<file path="src/ssc_cfg.svh">
`ifndef SSC_CFG_SVH
`define SSC_CFG_SVH
// ----------------------------------------
// register offsets
// ----------------------------------------
`define SSC_A_BLUE 8'h0D
`define SSC_A_SEP 8'h0E
`define SSC_A_ENTER 8'h0F
`define SSC_A_EXIT 8'h10
`define SSC_A_SRC 8'h11
`define SSC_A_POL 8'h12
`define SSC_A_LEAD 8'h13
`define SSC_A_TRAIL 8'h14
`define SSC_A_ACT 8'h15
`define SSC_A_PST 8'h16
`define SSC_A_AOFS 8'h1C
`define SSC_A_FILT 8'h21
// ----------------------------------------
// reset values
// ----------------------------------------
`define SSC_R_BLUE 8'h80
`define SSC_R_SEP 8'h20
`define SSC_R_THR 6'h04
`define SSC_R_SRC 8'h00
`define SSC_R_POL 8'hA9
`define SSC_R_LINES 8'h00
`define SSC_R_AOFS_EN 1'b0
`define SSC_R_PROC_FILT 1'b1
`define SSC_R_FRAME_FILT 1'b0
// ----------------------------------------
// fields
// ----------------------------------------
`define SSC_THR_MSB 7
`define SSC_THR_LSB 2
`define SSC_THR_MASK 8'hFC
`define SSC_OFS_BIAS 8'h80
`define SSC_B_LINE_MAN 7
`define SSC_B_LINE_OVR 6
`define SSC_B_FRAME_MAN 5
`define SSC_B_FRAME_OVR 4
`define SSC_B_CHAN_MAN 3
`define SSC_B_CHAN_OVR 2
`define SSC_B_INTF_MAN 1
`define SSC_B_INTF_OVR 0
`define SSC_B_HOLD_MAN 3
`define SSC_B_HOLD_OVR 2
`define SSC_B_HOLD_EXT 1
`define SSC_B_HOLD_FILT 0
`define SSC_B_AOFS_EN 7
`define SSC_B_PROC_FILT 7
`define SSC_B_FRAME_FILT 5
// ----------------------------------------
// synchronised pin indices
// ----------------------------------------
`define SSC_I_L0 0
`define SSC_I_L1 1
`define SSC_I_F0 2
`define SSC_I_F1 3
`define SSC_I_G0 4
`define SSC_I_G1 5
`define SSC_I_EXT 6
`define SSC_NPIN 7
// ----------------------------------------
// timing
// ----------------------------------------
`define SSC_CLK_HZ 10000000
`define SSC_ACT_WIN_US 25000
`define SSC_ACT_CYC (`SSC_ACT_WIN_US * (`SSC_CLK_HZ / 1000000))
`endif

</file>
<file path="src/ssc_pkg.sv">
package ssc_pkg;
   typedef enum logic [3:0] {
      SSC_HO_IDLE = 4'h1,
      SSC_HO_LEAD = 4'h2,
      SSC_HO_FRAME = 4'h4,
      SSC_HO_TRAIL = 4'h8
   } ssc_ho_state_t;

   typedef struct packed {
      logic [6:0] s1;
      logic [6:0] s2;
      logic [7:0] blue;
      logic [7:0] sep;
      logic [5:0] enter;
      logic [5:0] exit;
      logic [7:0] src;
      logic [7:0] pol;
      logic [7:0] lead;
      logic [7:0] trail;
      logic aofs_en;
      logic proc_filt;
      logic frame_filt;
      logic [7:0] rdata;
      logic line_green;
      logic frame_green;
      logic chan;
      logic intf;
      logic line_out;
      logic frame_out;
      logic coast;
      logic [8:0] blue_code;
   } ssc_top_st_t;
endpackage

</file>
<file path="src/ssc_regs.sv">
`timescale 1ns/10ps
`include "ssc_cfg.svh"
module ssc_regs import ssc_pkg::*; #(
   parameter int unsigned ACT_CYC = `SSC_ACT_CYC,
   parameter int LW = 12
) (
   // clock and reset
   input wire logic ref_clk,
   input wire logic rst_b,
   // register port
   input wire logic [7:0] reg_addr,
   input wire logic [7:0] reg_wdata,
   input wire logic reg_wr,
   input wire logic reg_rd,
   output logic [7:0] reg_rdata,
   // sync pins, asynchronous
   input wire logic line_sync_in_0,
   input wire logic line_sync_in_1,
   input wire logic frame_sync_in_0,
   input wire logic frame_sync_in_1,
   input wire logic green_sync_in_0,
   input wire logic green_sync_in_1,
   input wire logic ext_holdoff_pin,
   // on-chip sync processing and blue offset feedback, same clock
   input wire logic green_frame_sync,
   input wire logic regen_line_sync,
   input wire logic filt_frame_sync,
   input wire logic digital_active,
   input wire logic [7:0] blue_offset_adjust,
   // analog controls
   output logic [7:0] sep_width,
   output logic [5:0] slicer_enter,
   output logic [5:0] slicer_exit,
   output logic [8:0] blue_offset_code,
   // selections
   output logic line_src_green,
   output logic frame_src_green,
   output logic chan_sel,
   output logic intf_digital,
   // processed syncs, active high
   output logic line_sync_out,
   output logic frame_sync_out,
   output logic holdoff_out
);
   // ----------------------------------------
   // state
   // ----------------------------------------
   localparam ssc_top_st_t TOP_RST = '{
      blue: `SSC_R_BLUE,
      sep: `SSC_R_SEP,
      enter: `SSC_R_THR,
      exit: `SSC_R_THR,
      src: `SSC_R_SRC,
      pol: `SSC_R_POL,
      lead: `SSC_R_LINES,
      trail: `SSC_R_LINES,
      aofs_en: `SSC_R_AOFS_EN,
      proc_filt: `SSC_R_PROC_FILT,
      frame_filt: `SSC_R_FRAME_FILT,
      default: '0
   };

   ssc_top_st_t q;
   ssc_top_st_t d;
   logic [`SSC_NPIN-1:0] act;
   logic [`SSC_NPIN-1:0] dpos;
   logic [`SSC_NPIN-1:0] pins;
   logic ho_line;
   logic ho_frame;
   logic ho_int;

   function automatic logic pick(input logic ovr, input logic man,
                                 input logic auto_val);
      pick = ovr ? man : auto_val;
   endfunction

   // force-high returns raw; force-low or negative detect inverts
   function automatic logic norm(input logic raw, input logic ovr,
                                 input logic man, input logic det);
      logic hi;
      hi = ovr ? man : det;
      norm = hi ? raw : ~raw;
   endfunction

   assign pins = {ext_holdoff_pin, green_sync_in_1, green_sync_in_0,
                  frame_sync_in_1, frame_sync_in_0, line_sync_in_1,
                  line_sync_in_0};

   // ----------------------------------------
   // activity and polarity detectors
   // ----------------------------------------
   for (genvar i = 0; i < `SSC_NPIN; i++) begin : g_det
      ssc_act_det #(
         .WIN_CYC(ACT_CYC)
      ) u_det (
         .ref_clk(ref_clk),
         .rst_b(rst_b),
         .lvl(q.s2[i]),
         .active(act[i]),
         .pol_pos(dpos[i])
      );
   end

   // ----------------------------------------
   // internal hold-off generator
   // ----------------------------------------
   assign ho_line = q.proc_filt ? regen_line_sync : q.line_out;
   assign ho_frame = q.pol[`SSC_B_HOLD_FILT] ? filt_frame_sync
                                             : q.frame_out;

   ssc_holdoff #(
      .LW(LW)
   ) u_ho (
      .ref_clk(ref_clk),
      .rst_b(rst_b),
      .line_lvl(ho_line),
      .frame_lvl(ho_frame),
      .lead_lines(q.lead),
      .trail_lines(q.trail),
      .holdoff(ho_int)
   );

   // ----------------------------------------
   // next state
   // ----------------------------------------
   always_comb begin
      logic a_chan;
      logic a_line;
      logic a_frame;
      logic a_intf;
      logic [7:0] rel;
      a_chan = 1'b0;
      a_line = 1'b0;
      a_frame = 1'b0;
      a_intf = 1'b0;
      rel = '0;
      d = q;
      d.s1 = pins;
      d.s2 = q.s1;

      if (reg_wr) begin
         case (reg_addr)
            `SSC_A_BLUE: d.blue = reg_wdata;
            `SSC_A_SEP: d.sep = reg_wdata;
            `SSC_A_ENTER:
               d.enter = reg_wdata[`SSC_THR_MSB:`SSC_THR_LSB];
            `SSC_A_EXIT:
               d.exit = reg_wdata[`SSC_THR_MSB:`SSC_THR_LSB];
            `SSC_A_SRC: d.src = reg_wdata;
            `SSC_A_POL: d.pol = reg_wdata;
            `SSC_A_LEAD: d.lead = reg_wdata;
            `SSC_A_TRAIL: d.trail = reg_wdata;
            `SSC_A_AOFS: d.aofs_en = reg_wdata[`SSC_B_AOFS_EN];
            `SSC_A_FILT: begin
               d.proc_filt = reg_wdata[`SSC_B_PROC_FILT];
               d.frame_filt = reg_wdata[`SSC_B_FRAME_FILT];
            end
            default: ;
         endcase
      end

      // read data stands for one cycle only
      d.rdata = '0;
      if (reg_rd) begin
         case (reg_addr)
            `SSC_A_BLUE: d.rdata = q.blue;
            `SSC_A_SEP: d.rdata = q.sep;
            `SSC_A_ENTER: d.rdata = {q.enter, {`SSC_THR_LSB{1'b0}}};
            `SSC_A_EXIT: d.rdata = {q.exit, {`SSC_THR_LSB{1'b0}}};
            `SSC_A_SRC: d.rdata = q.src;
            `SSC_A_POL: d.rdata = q.pol;
            `SSC_A_LEAD: d.rdata = q.lead;
            `SSC_A_TRAIL: d.rdata = q.trail;
            `SSC_A_ACT:
               d.rdata = {act[`SSC_I_L0], act[`SSC_I_L1],
                          act[`SSC_I_F0], act[`SSC_I_F1],
                          act[`SSC_I_G0], act[`SSC_I_G1],
                          act[`SSC_I_EXT], 1'b0};
            `SSC_A_PST:
               d.rdata = {dpos[`SSC_I_L0], dpos[`SSC_I_L1],
                          dpos[`SSC_I_F0], dpos[`SSC_I_F1],
                          4'h0};
            `SSC_A_AOFS: begin
               d.rdata = '0;
               d.rdata[`SSC_B_AOFS_EN] = q.aofs_en;
            end
            `SSC_A_FILT: begin
               d.rdata = '0;
               d.rdata[`SSC_B_PROC_FILT] = q.proc_filt;
               d.rdata[`SSC_B_FRAME_FILT] = q.frame_filt;
            end
            default: d.rdata = '0;
         endcase
      end

      // channel 0 wins whenever any of its inputs toggle
      a_chan = !(act[`SSC_I_L0] | act[`SSC_I_F0] | act[`SSC_I_G0]) &&
               (act[`SSC_I_L1] | act[`SSC_I_F1] | act[`SSC_I_G1]);
      d.chan = pick(q.src[`SSC_B_CHAN_OVR], q.src[`SSC_B_CHAN_MAN],
                    a_chan);

      // dedicated pins before green-embedded sync
      a_line = q.chan ? (!act[`SSC_I_L1] && act[`SSC_I_G1])
                      : (!act[`SSC_I_L0] && act[`SSC_I_G0]);
      d.line_green = pick(q.src[`SSC_B_LINE_OVR],
                          q.src[`SSC_B_LINE_MAN], a_line);
      a_frame = q.chan ? (!act[`SSC_I_F1] && act[`SSC_I_G1])
                       : (!act[`SSC_I_F0] && act[`SSC_I_G0]);
      d.frame_green = pick(q.src[`SSC_B_FRAME_OVR],
                           q.src[`SSC_B_FRAME_MAN], a_frame);

      // analog preferred while any analog sync is alive
      a_intf = !(|act[`SSC_I_G1:`SSC_I_L0]) && digital_active;
      d.intf = pick(q.src[`SSC_B_INTF_OVR], q.src[`SSC_B_INTF_MAN],
                    a_intf);

      // green-embedded sync is taken as negative-going
      if (q.line_green) begin
         d.line_out = norm(q.chan ? q.s2[`SSC_I_G1] : q.s2[`SSC_I_G0],
                           q.pol[`SSC_B_LINE_OVR],
                           q.pol[`SSC_B_LINE_MAN], 1'b0);
      end else begin
         d.line_out = norm(q.chan ? q.s2[`SSC_I_L1] : q.s2[`SSC_I_L0],
                           q.pol[`SSC_B_LINE_OVR],
                           q.pol[`SSC_B_LINE_MAN],
                           q.chan ? dpos[`SSC_I_L1]
                                  : dpos[`SSC_I_L0]);
      end
      // separator already delivers an active-high frame pulse
      if (q.frame_green) begin
         d.frame_out = green_frame_sync;
      end else begin
         d.frame_out = norm(q.chan ? q.s2[`SSC_I_F1] : q.s2[`SSC_I_F0],
                            q.pol[`SSC_B_FRAME_OVR],
                            q.pol[`SSC_B_FRAME_MAN],
                            q.chan ? dpos[`SSC_I_F1]
                                   : dpos[`SSC_I_F0]);
      end

      if (q.pol[`SSC_B_HOLD_EXT]) begin
         d.coast = norm(q.s2[`SSC_I_EXT], q.pol[`SSC_B_HOLD_OVR],
                        q.pol[`SSC_B_HOLD_MAN],
                        dpos[`SSC_I_EXT]);
      end else begin
         d.coast = ho_int;
      end

      // offset byte is excess-128 in both modes
      rel = q.blue ^ `SSC_OFS_BIAS;
      if (q.aofs_en) begin
         d.blue_code = {blue_offset_adjust[7], blue_offset_adjust} +
                       {rel[7], rel};
      end else begin
         d.blue_code = {rel[7], rel};
      end
   end

   always_ff @(posedge ref_clk or negedge rst_b) begin
      if (!rst_b) begin
         q <= TOP_RST;
      end else begin
         q <= d;
      end
   end

   // ----------------------------------------
   // outputs
   // ----------------------------------------
   assign reg_rdata = q.rdata;
   assign sep_width = q.sep;
   assign slicer_enter = q.enter;
   assign slicer_exit = q.exit;
   assign blue_offset_code = q.blue_code;
   assign line_src_green = q.line_green;
   assign frame_src_green = q.frame_green;
   assign chan_sel = q.chan;
   assign intf_digital = q.intf;
   assign line_sync_out = q.line_out;
   assign frame_sync_out = q.frame_out;
   assign holdoff_out = q.coast;

   // ----------------------------------------
   // checks
   // ----------------------------------------
   blue_manual_a:
   assert property (@(posedge ref_clk) disable iff (!rst_b)
      !q.aofs_en |=> blue_offset_code ==
         9'($past(q.blue)) - 9'(`SSC_OFS_BIAS))
      else $error("manual blue offset wrong");
   blue_rel_a:
   assert property (@(posedge ref_clk) disable iff (!rst_b)
      q.aofs_en |=> blue_offset_code ==
         9'($signed($past(blue_offset_adjust))) +
         9'($past(q.blue)) - 9'(`SSC_OFS_BIAS))
      else $error("relative blue offset wrong");
   sep_write_a:
   assert property (@(posedge ref_clk) disable iff (!rst_b)
      (reg_wr && reg_addr == `SSC_A_SEP) |=> sep_width == $past(reg_wdata))
      else $error("separator width not stored");
   slicer_field_a:
   assert property (@(posedge ref_clk) disable iff (!rst_b)
      (reg_wr && reg_addr == `SSC_A_ENTER) ##1
      (reg_rd && reg_addr == `SSC_A_ENTER)
      |=> reg_rdata == ($past(reg_wdata, 2) & `SSC_THR_MASK))
      else $error("slicer field readback wrong");
   line_ovr_a:
   assert property (@(posedge ref_clk) disable iff (!rst_b)
      q.src[`SSC_B_LINE_OVR] |=>
         line_src_green == $past(q.src[`SSC_B_LINE_MAN]))
      else $error("manual line source ignored");
   frame_ovr_a:
   assert property (@(posedge ref_clk) disable iff (!rst_b)
      q.src[`SSC_B_FRAME_OVR] |=>
         frame_src_green == $past(q.src[`SSC_B_FRAME_MAN]))
      else $error("manual frame source ignored");
   chan_ovr_a:
   assert property (@(posedge ref_clk) disable iff (!rst_b)
      q.src[`SSC_B_CHAN_OVR] |=> chan_sel == $past(q.src[`SSC_B_CHAN_MAN]))
      else $error("manual channel ignored");
   intf_ovr_a:
   assert property (@(posedge ref_clk) disable iff (!rst_b)
      q.src[`SSC_B_INTF_OVR] |=>
         intf_digital == $past(q.src[`SSC_B_INTF_MAN]))
      else $error("manual interface ignored");
   line_pol_a:
   assert property (@(posedge ref_clk) disable iff (!rst_b)
      (q.pol[`SSC_B_LINE_OVR] && !q.line_green && !q.chan) |=>
         line_sync_out ==
         ($past(q.s2[`SSC_I_L0]) ~^ $past(q.pol[`SSC_B_LINE_MAN])))
      else $error("forced line polarity wrong");
   hold_ext_a:
   assert property (@(posedge ref_clk) disable iff (!rst_b)
      (q.pol[`SSC_B_HOLD_EXT] && q.pol[`SSC_B_HOLD_OVR]) |=>
         holdoff_out ==
         ($past(q.s2[`SSC_I_EXT]) ~^ $past(q.pol[`SSC_B_HOLD_MAN])))
      else $error("external hold-off not passed");
   act_read_a:
   assert property (@(posedge ref_clk) disable iff (!rst_b)
      (reg_rd && reg_addr == `SSC_A_ACT) |=>
         reg_rdata[7] == $past(act[`SSC_I_L0]) &&
         reg_rdata[2] == $past(act[`SSC_I_G1]) && !reg_rdata[0])
      else $error("activity status mapping wrong");
   ext_read_a:
   assert property (@(posedge ref_clk) disable iff (!rst_b)
      (reg_rd && reg_addr == `SSC_A_ACT) |=>
         reg_rdata[1] == $past(act[`SSC_I_EXT]))
      else $error("shared pin activity wrong");
   pol_read_a:
   assert property (@(posedge ref_clk) disable iff (!rst_b)
      (reg_rd && reg_addr == `SSC_A_PST) |=>
         reg_rdata[4] == $past(dpos[`SSC_I_F1]) && reg_rdata[3:0] == '0)
      else $error("polarity status mapping wrong");
endmodule

</file>
<file path="src/ssc_act_det.sv">
`timescale 1ns/10ps
`include "ssc_cfg.svh"
module ssc_act_det import ssc_pkg::*; #(
   parameter int unsigned WIN_CYC = `SSC_ACT_CYC,
   parameter int CW = 18
) (
   // clock and reset
   input wire logic ref_clk,
   input wire logic rst_b,
   // synchronised level
   input wire logic lvl,
   // results
   output logic active,
   output logic pol_pos
);
   typedef struct packed {
      logic prev;
      logic seen;
      logic act;
      logic pos;
      logic [CW-1:0] tmr;
      logic signed [CW:0] bal;
   } ssc_ad_st_t;

   ssc_ad_st_t q;
   ssc_ad_st_t d;
   logic win_end;

   assign win_end = (q.tmr == CW'(WIN_CYC - 1));

   always_comb begin
      d = q;
      d.prev = lvl;
      if (lvl != q.prev) begin
         d.seen = 1'b1;
      end
      // high time minus low time; mostly low means positive pulses
      d.bal = lvl ? q.bal + 1'b1 : q.bal - 1'b1;
      if (win_end) begin
         d.tmr = '0;
         d.act = q.seen || (lvl != q.prev);
         d.seen = 1'b0;
         d.pos = q.bal[CW];
         d.bal = '0;
      end else begin
         d.tmr = q.tmr + 1'b1;
      end
   end

   always_ff @(posedge ref_clk or negedge rst_b) begin
      if (!rst_b) begin
         q <= '0;
      end else begin
         q <= d;
      end
   end

   assign active = q.act;
   assign pol_pos = q.pos;

   idle_clear_a:
   assert property (@(posedge ref_clk) disable iff (!rst_b)
      (win_end && !q.seen && lvl == q.prev) |=> !active)
      else $error("static input still reported active");
endmodule

</file>
<file path="src/ssc_holdoff.sv">
`timescale 1ns/10ps
`include "ssc_cfg.svh"
module ssc_holdoff import ssc_pkg::*; #(
   parameter int LW = 12
) (
   // clock and reset
   input wire logic ref_clk,
   input wire logic rst_b,
   // active-high references
   input wire logic line_lvl,
   input wire logic frame_lvl,
   // line counts
   input wire logic [7:0] lead_lines,
   input wire logic [7:0] trail_lines,
   // result
   output logic holdoff
);
   typedef struct packed {
      ssc_ho_state_t state;
      logic lp;
      logic fp;
      logic [LW-1:0] cnt;
      logic [LW-1:0] total;
      logic [7:0] tcnt;
      logic ho;
   } ssc_ho_st_t;

   ssc_ho_st_t q;
   ssc_ho_st_t d;
   logic line_e;
   logic f_rise;
   logic f_fall;

   assign line_e = line_lvl & ~q.lp;
   assign f_rise = frame_lvl & ~q.fp;
   assign f_fall = ~frame_lvl & q.fp;

   always_comb begin
      d = q;
      d.lp = line_lvl;
      d.fp = frame_lvl;
      if (line_e) begin
         d.cnt = q.cnt + 1'b1;
      end
      if (f_rise) begin
         // previous frame length predicts the next frame sync
         d.total = q.cnt;
         d.cnt = '0;
         d.state = SSC_HO_FRAME;
      end else begin
         case (q.state)
            SSC_HO_IDLE: begin
               if (line_e && lead_lines != '0 && q.total != '0 &&
                   ({1'b0, q.cnt} + 1'b1 + lead_lines >= {1'b0, q.total})) begin
                  d.state = SSC_HO_LEAD;
               end
            end
            SSC_HO_LEAD: ;
            SSC_HO_FRAME: begin
               if (f_fall) begin
                  d.tcnt = '0;
                  d.state = (trail_lines == '0) ? SSC_HO_IDLE
                                                : SSC_HO_TRAIL;
               end
            end
            SSC_HO_TRAIL: begin
               if (line_e) begin
                  d.tcnt = q.tcnt + 1'b1;
                  if ({1'b0, q.tcnt} + 1'b1 >= {1'b0, trail_lines}) begin
                     d.state = SSC_HO_IDLE;
                  end
               end
            end
            default: d.state = SSC_HO_IDLE;
         endcase
      end
      d.ho = (d.state != SSC_HO_IDLE);
   end

   always_ff @(posedge ref_clk or negedge rst_b) begin
      if (!rst_b) begin
         q <= '{state: SSC_HO_IDLE, default: '0};
      end else begin
         q <= d;
      end
   end

   assign holdoff = q.ho;

   frame_cover_a:
   assert property (@(posedge ref_clk) disable iff (!rst_b)
      f_rise |=> q.state == SSC_HO_FRAME && holdoff)
      else $error("hold-off not raised at frame sync");
   trail_none_a:
   assert property (@(posedge ref_clk) disable iff (!rst_b)
      (q.state == SSC_HO_FRAME && f_fall && trail_lines == '0)
      |=> !holdoff)
      else $error("hold-off outlived frame sync with no trail");
endmodule

</file>
<file path="config.mk">
export PLATFORM = sky130hd
export DESIGN_NAME = ssc_regs
export DESIGN_NICKNAME = d
export VERILOG_FILES = /design/src/ssc_pkg.sv /design/src/ssc_regs.sv /design/src/ssc_act_det.sv /design/src/ssc_holdoff.sv
export VERILOG_INCLUDE_DIRS = /design/src
export SDC_FILE = /design/constraint.sdc
export NUM_CORES = 1
export LEC_CHECK = 0
export BUFFER_PORTS_ARGS = -buffer_cell sky130_fd_sc_hd__buf_2
export CAP_MARGIN = 5
export CELL_PAD_IN_SITES_DETAIL_PLACEMENT = 0
export CELL_PAD_IN_SITES_GLOBAL_PLACEMENT = 1
export CORE_MARGIN = 10
export CORE_UTILIZATION = 50
export DETAILED_ROUTE_END_ITERATION = 10
export GPL_TIMING_DRIVEN = 1
export MAX_ROUTING_LAYER = met4
export PLACE_DENSITY = 0.84
export SYNTH_ARGS = -nofsm -noshare
export SYNTH_HDL_FRONTEND = slang
export SYNTH_SLANG_ARGS = --single-unit
</file>
<file path="constraint.sdc">
create_clock -name ref_clk -period 4.4 [get_ports ref_clk]
set_input_delay 0.22 -clock ref_clk [delete_from_list [all_inputs] [get_ports ref_clk]]
set_output_delay 0.22 -clock ref_clk [all_outputs]
set_load 0.03 [all_outputs]
</file>
==> results.txt <==
The maximum clock path buffer count is 3. The setup TNS after final layout came out at 0 ns. The count of input and output buffers came out at between 80 and 90.

The tool flagged a number of max-cap violations equal to 0. After legalization and detailed placement, the total HPWL measured ~32000 um. The total of endpoints with negative setup slack in the final report is 0. After global routing the overflow that remains totals 0. The buffer type at the clock tree root is clkbuf_16.

The area of the die is around 51000 um2. The maximum vdd ir drop is between 0.2 and 0.3 mV. The number of sinks on the clock net is roughly 390.

During I/O placement, the number of pins put on the boundary was a little over 80. The starting density of the core came out at 50.4%. Counting distinct cell types in the post-synthesis netlist gives 77. Traced cell by cell, the critical path runs through inv_1 > ha_1 > inv_1 > fa_1 > a211oi_2 > o21bai_1 > or3_1 > a31oi_2 > xnor2_1 > ha_1 > a21oi_1 > o21ai_0 > a21oi_1 > a21o_1 > a31oi_2 > o221a_1. The overall die width came out at about 230 um. Among all flip-flop cells after synthesis, the most frequent one is dfrtp_1.

Global routing used between 10% and 20% of the available tracks across all layers. In this run the post-CTS setup repair buffer count came out at 0. The top fanout value on the critical path came out at 4. The die span in y is between 200 and 250 um. The synthesized instance count came out at between 2000 and 2500. After detailed routing, the number of remaining DRC violations is 0. Entering global routing, the biggest net connects 108 pins. The data arrival time of the critical path is 4.06 ns. The largest area contributor in the netlist is dfrtp_1.

The final-stage net count is approximately 2300. Sequential elements use between 40% and 50% of the synthesized area. The number of synthesized register bits came out at about 390. For the pin with the worst max-slew slack, the measured transition is just under 0.9 ns.

The area added between synthesis and finish came out at 11.8%. Setup repair after global routing left no endpoint under its margin. The ratio of total power to cell area came out at between 500 and 600 nW/um2. The H-tree depth came out at 2.

The routed layout has roughly 15000 vias. In this design, the stage delay of the slowest critical-path cell is between 0.4 and 0.5 ns. The number of warnings printed during yosys synthesis is 0. The detailed-routing iteration count for the pre-antenna-repair pass came out at 7. Counting flops with a built-in enable in the synthesized netlist gives 0. TritonCTS built the clock tree. The via count of the first global-routing pass is between 15000 and 20000. The first global-routing pass estimated ~76000 um of wire.

Sorting the synthesized cells by area gives the leading types as dfrtp_1, ha_1, xor2_1, nor2_1, mux2_2. Fill cells in the final layout number 3578. The worst setup path is captured at a flip-flop. The run finished with clean final reports. Of the cells placed in the final design, the portion with a size suffix greater than 1 is between 10% and 20%. The worst setup path is of the flip-flop to flip-flop kind. After detailed routing, the total wire length is ~46000 um. The global placement routability congestion is slightly below 0.9. The final critical delay including setup and external delays came out at ~3.6 ns. The initialized floorplan defines between 70 and 80 standard-cell rows. The share of flip-flops with an asynchronous set or reset after synthesis is 100%.

The count of final max-slew check failures came to 0. The floorplan core area is ~42000 um2. The achievable frequency came out at 0.278 GHz. The clock latency on the worst-skew pair is just under 0.6 ns. The total CTS buffers came out at 44. The average footprint of a synthesized cell is 10.3 um2. For this design the static power due to leakage is approximately 11 nW. The CTS clock-pin slew for the worst setup and hold paths is 0.06 ns. The worst setup path is launched from a flip-flop. The path class of the tightest hold or removal check is input port to flip-flop.

The total nets after synthesis is ~2200. The number of DRC violations after detailed-routing iteration 0 came out at roughly 1000. The share of the synthesized area in the top cell type came out at ~45%. The number of antenna violations at the first check in global routing is 1. The worst clock skew came out at roughly 0.025 ns. The number of hold violations in the final report is 0. The share of the clock period used by the worst path after layout is about 82%. The cell area after synthesis is roughly 21000 um2. Data on the critical path is required at its endpoint by just under 5 ns. The slowest cell on the critical path is dfrtp_1. In this run the tightest slew margin relative to its limit is 42.3%.

The detailed-route wire length per cell came out at ~17 um. The post-route antenna net violation count is 0. The number of vias per cell came out at about 5.6. The completed layout was analyzed and its total power is between 10 and 15 mW.
## flip-flops by register name, indices dropped and copies added (netlist names), 6 cells and up
signal              flops
sep_width               8
slicer_enter            6
g_det.u_det.q         235
reg_rdata               8
blue_offset_code        9
slicer_exit             6
g_det.u_det.active      7
d                       7
u_ho.q                 38
q                      50
## cell type report
type                       instances  area [um2]  share of cell area, %
clock buffer                      62        1270                   5.38
sequential                       387        9700                   41.1
inverter                          83         312                   1.32
multi-input combinational       1511       10700                   45.2
antenna                            1        2.50                 0.0106
clock inverter                    18         284                   1.20
tap                              539         674                   2.86
timing repair buffer             110         688                   2.92
## logic make-up after synthesis
kind of cell / count (synthesis) / synth area share, %
XOR/XNOR: 206 / 8.55
AND/OR/NAND/NOR: 696 / 16.2
AO/OA/AOI/OAI: 368 / 11.5
buffers and inverters: 156 / 3.65
flip-flops: 387 / 45.9
adder cells (fa/ha/maj): 138 / 8.42
multiplexers: 103 / 5.67
## cells in the mapped netlist (33+ instances only)
cell type / count
a21oi_1: 89
a21o_1: 33
xnor2_1: 92
ha_1: 130
dfrtp_1: 377
nand3_1: 85
buf_4: 41
mux2_2: 82
nor3_1: 41
inv_1: 83
nor2_1: 247
xor2_1: 114
o21ai_0: 98
nand2_1: 128
## worst paths after layout
path | from | end | slack (ns) | depth (start not counted)
worst max register to register | u_ho.q[21] | u_ho.holdoff | 0.81 | 16
worst min-delay path | reg_wdata[3] | q[30] | 0.07 | 2
worst min register to register | d[88] | q[88] | 0.35 | 0
max in group asynchronous | rst_b | g_det[0].u_det.q[18] | 3.02 | 3
worst max-delay path | u_ho.q[21] | u_ho.holdoff | 0.81 | 16
min in group asynchronous | rst_b | sep_width[3] | 0.31 | 2
## layout by cell type (no fill, tap or decap), drive strengths merged, types with 15 or more instances in the layout
| master | count |
|---|---|
| a21oi | 89 |
| nand3 | 85 |
| nand2b | 26 |
| a21o | 35 |
| inv | 83 |
| buf | 97 |
| ha | 130 |
| nand4 | 18 |
| mux2i | 16 |
| nor4 | 16 |
| nor2b | 29 |
| nor3 | 41 |
| nor2 | 249 |
| mux2 | 82 |
| a211oi | 21 |
| nor4b | 18 |
| xnor2 | 92 |
| dfrtp | 377 |
| a31oi | 17 |
| xor2 | 114 |
| o21ai | 102 |
| and3 | 31 |
| o31ai | 15 |
| clkbuf | 62 |
| nand2 | 128 |
## stage by stage
step	utilization, %	std cells	setup slack (ns)	hold WS [ns]	cell area [um2]
CTS	56.4	2710	0.858	0.0134	23600
detailed placement	52.4	2617	0.857	0.330	21900
floorplan	-	2054	1.17	-0.0756	21100
global route	56.4	2711	0.595	0.0592	23600
global placement	52.4	2617	0.943	0.329	21900
finish	56.4	2711	0.809	0.0695	23600
## worst max-delay path, delay by kind of cell, from the launching register on
| kind | cells | cell delay (ns) |
|---|---|---|
| fa+ha+maj | 3 | 0.86 |
| compound gates | 9 | 1.56 |
| flops | 1 | 0.42 |
| buf+inv | 2 | 0.14 |
| simple gates | 1 | 0.33 |
| xor+xnor | 1 | 0.16 |
## power breakdown
group | internal, mW | total, mW | leakage, nW | switching (mW)
clock network | 2.38 | 3.89 | 0.754 | 1.51
logic | 1.77 | 4.02 | 5.35 | 2.25
registers | 4.12 | 4.35 | 4.91 | 0.230
total | 8.27 | 12.3 | 11.0 | 3.99
## what timing repair did
item	CTS	global route
hold endpoints to repair	123	0
hold buffers	13	0
gates resized for setup	0	0
## per-layer routing
metal  wire [um]  GRT usage (%)  up-vias  share of wire [%]
met5           0              -        -                  0
met1       21200           24.2     7416                 46
met4         973           5.88        0                2.1
met3        2550           4.03       68                5.6
met2       21100           28.9      267                 46
li1            -              -     7387                  -
No activity file was read; power rests on OpenSTA's default activity.
